$ cat src/shared/aer_consts.vh
// Constants for the advanced error reporting register bank.
// Assumes a 32-bit configuration access port with byte-address offsets.
`ifndef AER_CONSTS_VH
`define AER_CONSTS_VH

// Register byte offsets in configuration space.
`define AER_OFF_CAP_HDR      12'hfb4
`define AER_OFF_UNC_STATUS   12'hfb8
`define AER_OFF_UNC_MASK     12'hfbc
`define AER_OFF_UNC_SEVERITY 12'hfc0
`define AER_OFF_COR_STATUS   12'hfc4
`define AER_OFF_COR_MASK     12'hfc8
`define AER_OFF_CAP_CTRL     12'hfcc
`define AER_OFF_HDR_LOG0     12'hfd0
`define AER_OFF_HDR_LOG1     12'hfd4
`define AER_OFF_HDR_LOG2     12'hfd8
`define AER_OFF_HDR_LOG3     12'hfdc

// Capability header fields.
`define AER_CAP_ID           16'h0001
`define AER_CAP_VERSION      4'h1
`define AER_NEXT_CAP_OFFSET  12'h138

// Implemented bit positions.
`define AER_UNC_IMPL         32'h001f1030
`define AER_COR_IMPL         32'h000011c1

// Reset values.
`define AER_UNC_STATUS_RST   32'h00000000
`define AER_UNC_MASK_RST     32'h00000000
`define AER_UNC_SEV_RST      32'h00062030
`define AER_COR_STATUS_RST   32'h00000000
`define AER_COR_MASK_RST     32'h00000000
`define AER_FIRST_PTR_RST    5'h1f
`define AER_HDR_LOG_RST      32'h00000000
`define AER_ECRC_GEN_EN_RST  1'h0
`define AER_ECRC_CHK_EN_RST  1'h0

// Capability and control fields.
`define AER_CTRL_PTR_MSB     4
`define AER_CTRL_GEN_CAP     5
`define AER_CTRL_GEN_EN      6
`define AER_CTRL_CHK_CAP     7
`define AER_CTRL_CHK_EN      8
`define AER_ECRC_GEN_CAP     1'h1
`define AER_ECRC_CHK_CAP     1'h1

`endif

$ cat src/hdl/aer_bank.v
// Advanced error reporting register bank for one switch port.
// Assumes synchronous single-cycle configuration accesses, one-cycle error
// pulses from the layer detectors, and a header bus valid with each pulse.
//
// Summary of operation
// - Uncorrectable bits 4 and 5 set on DL protocol and surprise down, W1C.
// - Bits 12, 16, 17 set on poisoned, unexpected completion, overflow.
// - Bits 18, 19, 20 set on malformed, ECRC error, unsupported request.
// - Bits 13 to 15 are reserved in status and mask; writes ignored.
// - Uncorrectable mask blocks reporting, pointer update and logging, not status.
// - Severity bit one reports fatal; defaults one at bits 4,5,13,17,18.
// - Correctable bits 0, 6, 7, 8, 12 set on detection, sticky W1C.
// - Correctable mask stops reporting but status still records the error.
// - Five-bit sticky first error pointer, default all ones.
// - ECRC generation capable reads one; generate only while bit 6 set.
// - ECRC checking capable reads one; checking off until enabled.
// - Check received ECRC only while sticky enable bit 8 is one.
// - Read-only header: ID 0001h, version 1h, next offset 138h.
// - Four header doublewords of the logged packet captured, first lowest.
`timescale 1ns/1ps
`include "aer_consts.vh"

module aer_bank (
    input  wire         i_clock,
    input  wire         i_resetn,
    input  wire         i_clock_en,
    // Configuration space access.
    input  wire [11:0]  i_cfg_addr,
    input  wire         i_cfg_wr,
    input  wire         i_cfg_rd,
    input  wire [3:0]   i_cfg_be,
    input  wire [31:0]  i_cfg_wdata,
    output reg  [31:0]  o_cfg_rdata,
    // Serial EEPROM or I2C preload of the writable fields.
    input  wire         i_load_wr,
    input  wire [11:0]  i_load_addr,
    input  wire [31:0]  i_load_data,
    // Error detection pulses, one bit per status position.
    input  wire [31:0]  i_unc_event,
    input  wire [31:0]  i_cor_event,
    input  wire [127:0] i_tlp_header,
    // Error messages toward the message generator.
    output reg          o_report_fatal,
    output reg          o_report_nonfatal,
    output reg          o_report_correctable,
    // ECRC controls toward the transaction layer.
    output wire         o_ecrc_gen_en,
    output wire         o_ecrc_check_en
);

    ////////////////////////////////////////////////////////////////////////
    // State and decode.

    reg  [31:0] unc_status_reg;
    reg  [31:0] unc_mask_reg;
    reg  [31:0] unc_sev_reg;
    reg  [31:0] cor_status_reg;
    reg  [31:0] cor_mask_reg;
    reg  [4:0]  first_ptr_reg;
    reg         ecrc_gen_en_reg;
    reg         ecrc_chk_en_reg;
    reg  [31:0] hdr_log0_reg;
    reg  [31:0] hdr_log1_reg;
    reg  [31:0] hdr_log2_reg;
    reg  [31:0] hdr_log3_reg;

    reg  [31:0] unc_status_next;
    reg  [31:0] cor_status_next;
    reg  [4:0]  first_ptr_next;
    reg  [4:0]  low_pos;
    reg         low_found;
    integer     idx;

    wire [31:0] be_mask;
    wire [31:0] unc_new;
    wire [31:0] unc_unmasked;
    wire [31:0] cor_unmasked;
    wire        cfg_we;
    wire        log_take;
    wire [31:0] ctrl_value;
    wire [31:0] cap_hdr_value;

    // Byte enables widen to a bit mask so partial writes leave other lanes.
    assign be_mask = {{8{i_cfg_be[3]}}, {8{i_cfg_be[2]}},
                      {8{i_cfg_be[1]}}, {8{i_cfg_be[0]}}};
    assign cfg_we  = i_cfg_wr & i_clock_en;

    // Implemented positions
    // Only implemented positions ever latch; others stay zero.
    assign unc_new = i_unc_event & `AER_UNC_IMPL;

    assign unc_unmasked = unc_new & ~unc_mask_reg;

    assign cor_unmasked = i_cor_event & `AER_COR_IMPL & ~cor_mask_reg;

    assign cap_hdr_value = {`AER_NEXT_CAP_OFFSET, `AER_CAP_VERSION, `AER_CAP_ID};

    assign ctrl_value = {23'h000000, ecrc_chk_en_reg, `AER_ECRC_CHK_CAP,
                         ecrc_gen_en_reg, `AER_ECRC_GEN_CAP, first_ptr_reg};

    assign o_ecrc_gen_en   = ecrc_gen_en_reg;
    assign o_ecrc_check_en = ecrc_chk_en_reg;

    ////////////////////////////////////////////////////////////////////////
    // First error selection.

    // The lowest unmasked new error wins when several arrive together,
    // since the pointer can only name one position.
    always @* begin
        low_pos   = 5'h00;
        low_found = 1'b0;
        for (idx = 31; idx >= 0; idx = idx - 1) begin
            if (unc_unmasked[idx]) begin
                low_pos   = idx[4:0];
                low_found = 1'b1;
            end
        end
    end

    // Capture only if idle
    // The pointer is free when its status bit has been cleared; the reset
    // value 1fh names a position that never sets, so it counts as free.
    assign log_take = low_found & ~unc_status_reg[first_ptr_reg];

    ////////////////////////////////////////////////////////////////////////
    // Status next values.

    // Hardware set wins over a software clear in the same cycle, so an
    // error landing on the clear write is never lost.
    always @* begin
        unc_status_next = unc_status_reg;
        cor_status_next = cor_status_reg;
        first_ptr_next  = first_ptr_reg;
        if (cfg_we && i_cfg_addr == `AER_OFF_UNC_STATUS) begin
            unc_status_next = unc_status_next
                              & ~(i_cfg_wdata & be_mask & `AER_UNC_IMPL);
        end
        if (cfg_we && i_cfg_addr == `AER_OFF_COR_STATUS) begin
            cor_status_next = cor_status_next
                              & ~(i_cfg_wdata & be_mask & `AER_COR_IMPL);
        end
        unc_status_next = unc_status_next | unc_new;
        cor_status_next = cor_status_next | (i_cor_event & `AER_COR_IMPL);
        if (log_take) begin
            first_ptr_next = low_pos;
        end
    end

    ////////////////////////////////////////////////////////////////////////
    // Sticky status, pointer and header log.

    // Fundamental reset only
    // Hot and link-down resets never reach this block, so every field here
    // is sticky by construction.
    always @(posedge i_clock or negedge i_resetn) begin
        if (!i_resetn) begin
            unc_status_reg <= `AER_UNC_STATUS_RST;
            cor_status_reg <= `AER_COR_STATUS_RST;
            first_ptr_reg  <= `AER_FIRST_PTR_RST;
            hdr_log0_reg   <= `AER_HDR_LOG_RST;
            hdr_log1_reg   <= `AER_HDR_LOG_RST;
            hdr_log2_reg   <= `AER_HDR_LOG_RST;
            hdr_log3_reg   <= `AER_HDR_LOG_RST;
        end else if (i_clock_en) begin
            unc_status_reg <= unc_status_next;
            cor_status_reg <= cor_status_next;
            first_ptr_reg  <= first_ptr_next;
            if (log_take) begin
                hdr_log0_reg <= i_tlp_header[31:0];
                hdr_log1_reg <= i_tlp_header[63:32];
                hdr_log2_reg <= i_tlp_header[95:64];
                hdr_log3_reg <= i_tlp_header[127:96];
            end
        end
    end

    ////////////////////////////////////////////////////////////////////////
    // Sticky read-write fields.

    // Configuration writes take precedence over a preload in the same
    // cycle; the preload runs before enumeration, so they should not meet.
    always @(posedge i_clock or negedge i_resetn) begin
        if (!i_resetn) begin
            unc_mask_reg    <= `AER_UNC_MASK_RST;
            unc_sev_reg     <= `AER_UNC_SEV_RST;
            cor_mask_reg    <= `AER_COR_MASK_RST;
            ecrc_gen_en_reg <= `AER_ECRC_GEN_EN_RST;
            ecrc_chk_en_reg <= `AER_ECRC_CHK_EN_RST;
        end else if (i_clock_en) begin
            if (i_cfg_wr) begin
                case (i_cfg_addr)
                    `AER_OFF_UNC_MASK: begin
                        unc_mask_reg <= (unc_mask_reg & ~(be_mask & `AER_UNC_IMPL))
                                        | (i_cfg_wdata & be_mask & `AER_UNC_IMPL);
                    end
                    `AER_OFF_UNC_SEVERITY: begin
                        unc_sev_reg <= (unc_sev_reg & ~(be_mask & `AER_UNC_IMPL))
                                       | (i_cfg_wdata & be_mask & `AER_UNC_IMPL);
                    end
                    `AER_OFF_COR_MASK: begin
                        cor_mask_reg <= (cor_mask_reg & ~(be_mask & `AER_COR_IMPL))
                                        | (i_cfg_wdata & be_mask & `AER_COR_IMPL);
                    end
                    `AER_OFF_CAP_CTRL: begin
                        if (i_cfg_be[0]) begin
                            ecrc_gen_en_reg <= i_cfg_wdata[`AER_CTRL_GEN_EN];
                        end
                        if (i_cfg_be[1]) begin
                            ecrc_chk_en_reg <= i_cfg_wdata[`AER_CTRL_CHK_EN];
                        end
                    end
                    default: begin
                        ecrc_gen_en_reg <= ecrc_gen_en_reg;
                    end
                endcase
            end else if (i_load_wr) begin
                case (i_load_addr)
                    `AER_OFF_UNC_MASK: begin
                        unc_mask_reg <= i_load_data & `AER_UNC_IMPL;
                    end
                    `AER_OFF_UNC_SEVERITY: begin
                        // Keep reserved default
                        // Bit 13 is not loadable, so it keeps its reset value of one.
                        unc_sev_reg <= (i_load_data & `AER_UNC_IMPL)
                                       | (`AER_UNC_SEV_RST & ~`AER_UNC_IMPL);
                    end
                    `AER_OFF_COR_MASK: begin
                        cor_mask_reg <= i_load_data & `AER_COR_IMPL;
                    end
                    `AER_OFF_CAP_CTRL: begin
                        ecrc_gen_en_reg <= i_load_data[`AER_CTRL_GEN_EN];
                        ecrc_chk_en_reg <= i_load_data[`AER_CTRL_CHK_EN];
                    end
                    default: begin
                        ecrc_chk_en_reg <= ecrc_chk_en_reg;
                    end
                endcase
            end
        end
    end

    ////////////////////////////////////////////////////////////////////////
    // Error message pulses.

    // One registered pulse per message class per cycle with any unmasked
    // detection; simultaneous errors of one class merge into one pulse.
    always @(posedge i_clock or negedge i_resetn) begin
        if (!i_resetn) begin
            o_report_fatal       <= 1'b0;
            o_report_nonfatal    <= 1'b0;
            o_report_correctable <= 1'b0;
        end else if (i_clock_en) begin
            o_report_fatal       <= |(unc_unmasked & unc_sev_reg);
            o_report_nonfatal    <= |(unc_unmasked & ~unc_sev_reg);
            o_report_correctable <= |cor_unmasked;
        end
    end

    ////////////////////////////////////////////////////////////////////////
    // Configuration read data.

    // Read data is registered; it appears one edge after the read strobe
    // and holds until the next read. Unmapped offsets read zero.
    always @(posedge i_clock or negedge i_resetn) begin
        if (!i_resetn) begin
            o_cfg_rdata <= 32'h00000000;
        end else if (i_clock_en && i_cfg_rd) begin
            case (i_cfg_addr)
                `AER_OFF_CAP_HDR:      o_cfg_rdata <= cap_hdr_value;
                `AER_OFF_UNC_STATUS:   o_cfg_rdata <= unc_status_reg;
                `AER_OFF_UNC_MASK:     o_cfg_rdata <= unc_mask_reg;
                `AER_OFF_UNC_SEVERITY: o_cfg_rdata <= unc_sev_reg;
                `AER_OFF_COR_STATUS:   o_cfg_rdata <= cor_status_reg;
                `AER_OFF_COR_MASK:     o_cfg_rdata <= cor_mask_reg;
                `AER_OFF_CAP_CTRL:     o_cfg_rdata <= ctrl_value;
                `AER_OFF_HDR_LOG0:     o_cfg_rdata <= hdr_log0_reg;
                `AER_OFF_HDR_LOG1:     o_cfg_rdata <= hdr_log1_reg;
                `AER_OFF_HDR_LOG2:     o_cfg_rdata <= hdr_log2_reg;
                `AER_OFF_HDR_LOG3:     o_cfg_rdata <= hdr_log3_reg;
                default:               o_cfg_rdata <= 32'h00000000;
            endcase
        end
    end

endmodule

$ cat config.mk
export PLATFORM = sky130hd
export DESIGN_NAME = aer_bank
export DESIGN_NICKNAME = d
export VERILOG_FILES = /design/src/hdl/aer_bank.v
export VERILOG_INCLUDE_DIRS = /design/src /design/src/shared
export SDC_FILE = /design/constraint.sdc
export NUM_CORES = 1
export LEC_CHECK = 0
export BUFFER_PORTS_ARGS = -buffer_cell sky130_fd_sc_hd__buf_2
export CORE_ASPECT_RATIO = 2
export CORE_MARGIN = 10
export CORE_UTILIZATION = 52
export DETAILED_ROUTE_END_ITERATION = 6
export GPL_ROUTABILITY_DRIVEN = 0
export PLACE_DENSITY = 0.81
export SETUP_SLACK_MARGIN = 0.5
export SYNTH_ARGS = -nofsm -noshare
export SYNTH_HDL_FRONTEND = slang
export SYNTH_SLANG_ARGS = --single-unit
export TNS_END_PERCENT = 10
$ cat constraint.sdc
create_clock -name i_clock -period 3.07 [get_ports i_clock]
set_clock_uncertainty 0.1 [all_clocks]
set_input_delay 0 -clock i_clock [delete_from_list [all_inputs] [get_ports i_clock]]
set_output_delay 0 -clock i_clock [all_outputs]
set_load 0.05 [all_outputs]
# Yosys cells after proc, flatten, opt, wreduce, memory -nomap -nowiden
# Cells that the tools add are included.
# op_classes
addsub	0
mul	0
n_div	0
magnitude_cmp	1
eq_ne	21
shift	0
mux	91
bitwise_logic	25
n_reduce_logical	17
# ops
cell	count
$mux 32	14
$pmux 32 s11	1
$and 32x32->32	7
$eq 12x12->1 const B	15
$mux 5	32
$not 32->32	3
$or 32x21->32	3
$reduce_or 32->1	3
$not 13->32	2
$not 21->32	2
$or 32x13->32	2
$mux 1	43
$and 13x32->32	1
$and 21x32->32	1
$and 21x21->21	1
$ne 2x1->1 const B	6
$reduce_and 4->1	3
$reduce_and 5->1	2
$reduce_bool 2->1	5
$lt 5x6->1 const B	1
$bmux 1 s5	1
$logic_and 1x1->1	3
$and 1x1->1	2
$reduce_and 2->1	1
$not 1->1	1
# totals
register_bits	330
latchBits	0
ramBits	0
romBits	0
input_bits	290
output_inout_bits	37
wordCells	171
memories	0

# Depth between registers and ports, before layout
# depth
depth_word	36
mapped_depth	9
depth_no_buf	5

# Worst setup path after synthesis
# No wires, ideal clock.
# synth_path
kind	reg2reg
startpoint	register first_ptr_reg[1]
endpoint	register hdr_log0_reg[0]
setup_time_ns	0.125
arrival_ns	1.935
required_ns	2.845
setup_slack_ns	0.910
stages_incl_launch_ff	8
path_buffers	2
period_less_slack_ns	2.160
cell_sequence	dfstp_2 -> mux2i_1 -> o32ai_1 -> a221oi_4 -> o21ai_2 -> buf_6 -> buf_6 -> mux2_4
# synth_between
elab_chain_cells	5
# synth_rtl
item	line_no	rtl
from (decl)	aer_bank.v:59	reg [4:0] first_ptr_reg;
from (signal assigned)	aer_bank.v:159	first_ptr_reg <= `AER_FIRST_PTR_RST;
from (signal assigned)	aer_bank.v:167	first_ptr_reg <= first_ptr_next;
$bmux 1 s5	aer_bank.v:123	assign log_take = low_found & ~unc_status_reg[first_ptr_reg];
$mux 1 (implied by the code)	aer_bank.v:123	
$not 1->1	aer_bank.v:123	
$and 1x1->1	aer_bank.v:123	
$reduce_and 2->1 (no source line)	n/a	
to (signal assigned)	aer_bank.v:160	hdr_log0_reg <= `AER_HDR_LOG_RST;
to (signal assigned)	aer_bank.v:169	hdr_log0_reg <= i_tlp_header[31:0];
to (decl)	aer_bank.v:62	reg [31:0] hdr_log0_reg;
# Every way passes these cells. The select of a mux whose other input is x is not followed.
# A chain may end at the register's enable or synchronous reset.

# Final worst setup path
# layout_path
startpoint	register first_ptr_reg[1]
endpoint	register hdr_log3_reg[2]
# layout_between
elab_chain_cells	5
# layout_rtl
item	line_no	rtl
$bmux 1 s5	aer_bank.v:123	
$mux 1 (implied by the code)	aer_bank.v:123	
$not 1->1	aer_bank.v:123	
$and 1x1->1	aer_bank.v:123	
$reduce_and 2->1 (no source line)	n/a	
to (signal assigned)	aer_bank.v:163	hdr_log3_reg <= `AER_HDR_LOG_RST;
to (signal assigned)	aer_bank.v:172	hdr_log3_reg <= i_tlp_header[127:96];
to (decl)	aer_bank.v:65	reg [31:0] hdr_log3_reg;
# Every way passes these cells. The select of a mux whose other input is x is not followed.

==> flow_summary_export.csv <==
group,metric,value,unit
pwr,p_per_area,664,nW/um2
grt,grt_max_degree,73,
setup_path,critPathMaxFanout,48,
floorplanning,start_util,0.525,
cts,cts_root_buf,"clkbuf_16",
layout,area_delta_synth_final,42.7,%
setup_path,r2r_end,"hdr_log3_reg[2]",
job,drv_cap,0,
cts,cts_max_path_buffers,3,
logic_synthesis,synth.avg_cell_area,11.7,um2
floorplanning,die_area,26400,um2
cts,cts_tree,"yes",
logic_synthesis,synth_edf_count,0,
drt,drt-initial-drc-count,1003,
cts,htreeDepth,1,
grt,met3_usage,0.0589,
pwr,peakVddDrop,595,uV
layout,layout.nets,1621,
setup_path,critical_path.top_delay_family,"compound AO/OA/AOI/OAI gates",
timing,hold_viol,0,
placed_design,hpwl,24500,um
layout,final_area,14900,um2
logic_synthesis,syn_inst,888,
grt,gr-total-overflow,0,
logic_synthesis,yosys_warnings,0,
layout,fillers,1222,
timing,tightest_slew,1.13,ns
logic_synthesis,ys.flop_type,"dfrtp_1",
worst_hold_path,min_path_cells,4,
layout,final_common_cell,"buf_2",
timing,rsz0062_at_grt,"yes",
drt,dr.pass1.iters,6,
logic_synthesis,seq_area_frac_synth,0.494,
timing,finalSetupViolCount,0,
floorplanning,rows,73,
setup_path,timing.reg2reg.setup_slack,0.47,ns
timing,finalCriticalPeriod,2.60,ns
run_status,status,"completed",
setup_path,critPathKind,"reg -> reg",
logic_synthesis,ys_types,68,
timing,drv_slew,0,
floorplanning,core-area,19800,um2
drt,vias,9886,
setup_path,reg2regPathDepth,6,
grt,grt_most_used_layer,"met2",
drt,routed_wl,39500,um
logic_synthesis,syn_nets,1178,
grt,grtUsageMet1,0.299,
setup_path,cpPeakStageDelay,0.60,ns
drt,vias_per_cell,6.13,
setup_path,rr_startpoint,"first_ptr_reg[1]",
cts,insertion_delay,0.50,ns
setup_path,cp-end-kind,"flop",
timing,fin_crit_sh,0.846,
timing,max_freq,0.385,GHz
timing,setup-tns-final,0,ns
grt,track_usage,0.289,
grt,grt_use_met2,0.509,
cts,clk_pin_slew_worst_paths,0.07,ns
setup_path,crit_required,3.35,ns
logic_synthesis,yosys-top-cells-area,"dfrtp_1, mux2_4, mux2_2, a22o_1, dfstp_2",
setup_path,critPathBufInv,1,
timing,slew_headroom,0.241,
drt,wl_per_cell,24.5,um
grt,grt_pass1_vias,10955,
logic_synthesis,synth-seq-cells,205,
grt,grt_pass1_wl,60500,um
setup_path,slowest_stage,"dfstp_2",
setup_path,crit_chain,"nor3_1 -> o32ai_1 -> a221oi_4 -> o21ai_4 -> buf_12 -> mux2_2",
floorplanning,die_y,220,um
cts,cts_buffers,19,
grt,antenna_found_initial,8,
placed_design,placed_area,11900,um2
setup_path,arrival,2.88,ns
layout,layout-drive-gt1-share,0.339,
logic_synthesis,synth_top_area_cell,"dfrtp_1",
placed_design,io_buffer_count,234,
floorplanning,die_w,120,um
drt,drcViolationCount,0,
worst_hold_path,hold_path_class,"in -> reg",
logic_synthesis,synth-async-reset-ratio,1.00,
worst_hold_path,worstHoldEndpoint,"o_cfg_rdata[30]",
pwr,leakage,6.86,nW
floorplanning,ios,327,
cts,numClockSinks,205,
worst_hold_path,min_from,"i_cfg_rd",
setup_path,critPathLaunchType,"flop",
layout,most-common-layout-cells,"buf_2, dlygate4sd3_1, dfrtp_1, mux2_4, nand2_1",
logic_synthesis,synth_top_area_share,0.469,
drt,postRouteAntennaNets,0,
logic_synthesis,syn-cell-area,10400,um2
## cells in the mapped netlist, types with 4 or more instances
| master | instances |
|---|---|
| a22o_1 | 30 |
| and4_1 | 5 |
| and2_1 | 6 |
| buf_2 | 17 |
| buf_1 | 4 |
| nor2_1 | 23 |
| o21ai_1 | 6 |
| nand2_1 | 68 |
| mux2_2 | 58 |
| a31oi_1 | 10 |
| o211ai_1 | 7 |
| clkbuf_1 | 25 |
| buf_6 | 9 |
| dfrtp_1 | 195 |
| a21oi_1 | 29 |
| dfstp_2 | 10 |
| nand4_1 | 11 |
| nor2b_1 | 19 |
| nand3_1 | 30 |
| nor4_1 | 4 |
| a22oi_1 | 25 |
| mux2i_1 | 20 |
| a32oi_1 | 9 |
| nor3_1 | 16 |
| inv_1 | 19 |
| o21ai_0 | 43 |
| nand2b_1 | 16 |
| o22ai_1 | 11 |
| a221oi_1 | 16 |
| a21o_1 | 7 |
| mux2_4 | 78 |
## metal layers
| metal | part of all wire | wire [um] |
|---|---|---|
| met1 | 0.34 | 13400 |
| met2 | 0.51 | 20300 |
| met3 | 0.072 | 2840 |
| met4 | 0.075 | 2960 |
| met5 | 0 | 0 |
## metrics by stage
stage / setup WS [ns] / utilization / total power [mW] / hold slack, ns / cells
floorplan: 0.910 / - / 6.21 / -0.396 / 888
global placement: 0.544 / 0.601 / 6.71 / -0.0485 / 1353
detailed placement: 0.545 / 0.601 / 6.87 / -0.0449 / 1353
CTS: 0.518 / 0.747 / 9.72 / 0.00242 / 1606
global route: 0.432 / 0.750 / 10.3 / 0.0445 / 1614
finish: 0.471 / 0.750 / 9.87 / 0.0227 / 1614
## worst max path at each step
| stage | end | start | cells after the start |
|---|---|---|---|
| 6_report | hdr_log3_reg[2] | first_ptr_reg[1] | 6 |
| 5_1_grt | hdr_log3_reg[2] | first_ptr_reg[1] | 6 |
| 4_1_cts | cor_mask_reg[0] | i_cfg_addr[1] | 7 |
| 3_5_place_dp | hdr_log3_reg[2] | first_ptr_reg[1] | 6 |
| 3_3_place_gp | cor_mask_reg[0] | i_cfg_addr[1] | 6 |
| 2_1_floorplan | hdr_log0_reg[0] | first_ptr_reg[1] | 7 |
## final cells by class
type / count / area, um2 / share of cell area
sequential: 205 / 5140 / 0.346
multi-input combinational: 609 / 4980 / 0.335
timing repair buffer: 477 / 3640 / 0.245
clock buffer: 22 / 507 / 0.0341
tap: 262 / 328 / 0.0221
clock inverter: 12 / 175 / 0.0118
inverter: 19 / 71.3 / 0.00480
antenna: 8 / 20.0 / 0.00135
## where the power goes
group	leakage (nW)	internal, mW	total [mW]	switching, mW
registers	2.43	3.65	4.28	0.629
clock network	0.327	1.53	2.64	1.11
logic	4.11	1.85	2.95	1.10
total	6.86	7.03	9.87	2.84
## cell families after synthesis
logic type / after synthesis / synth area share
simple gates: 233 / 0.126
mux: 157 / 0.197
flops: 205 / 0.494
buf+inv: 74 / 0.0352
compound gates: 219 / 0.148
## worst reg2reg max path: cells and delay by family, from the launching register on
family,cells,cell delay [ns]
AND/OR/NAND/NOR,1,0.06
buffers and inverters,1,0.38
multiplexers,1,0.44
AO/OA/AOI/OAI,3,0.91
flip-flops,1,0.60
## timing repair
item | in CTS | in global routing
resized for setup | 0 | 6
buffers inserted | 0 | 0
endpoints found under the setup margin | 0 | 71
hold buffers | 219 | 0
endpoints found under the hold margin | 366 | 0
Power figures use the tool's default switching activity.
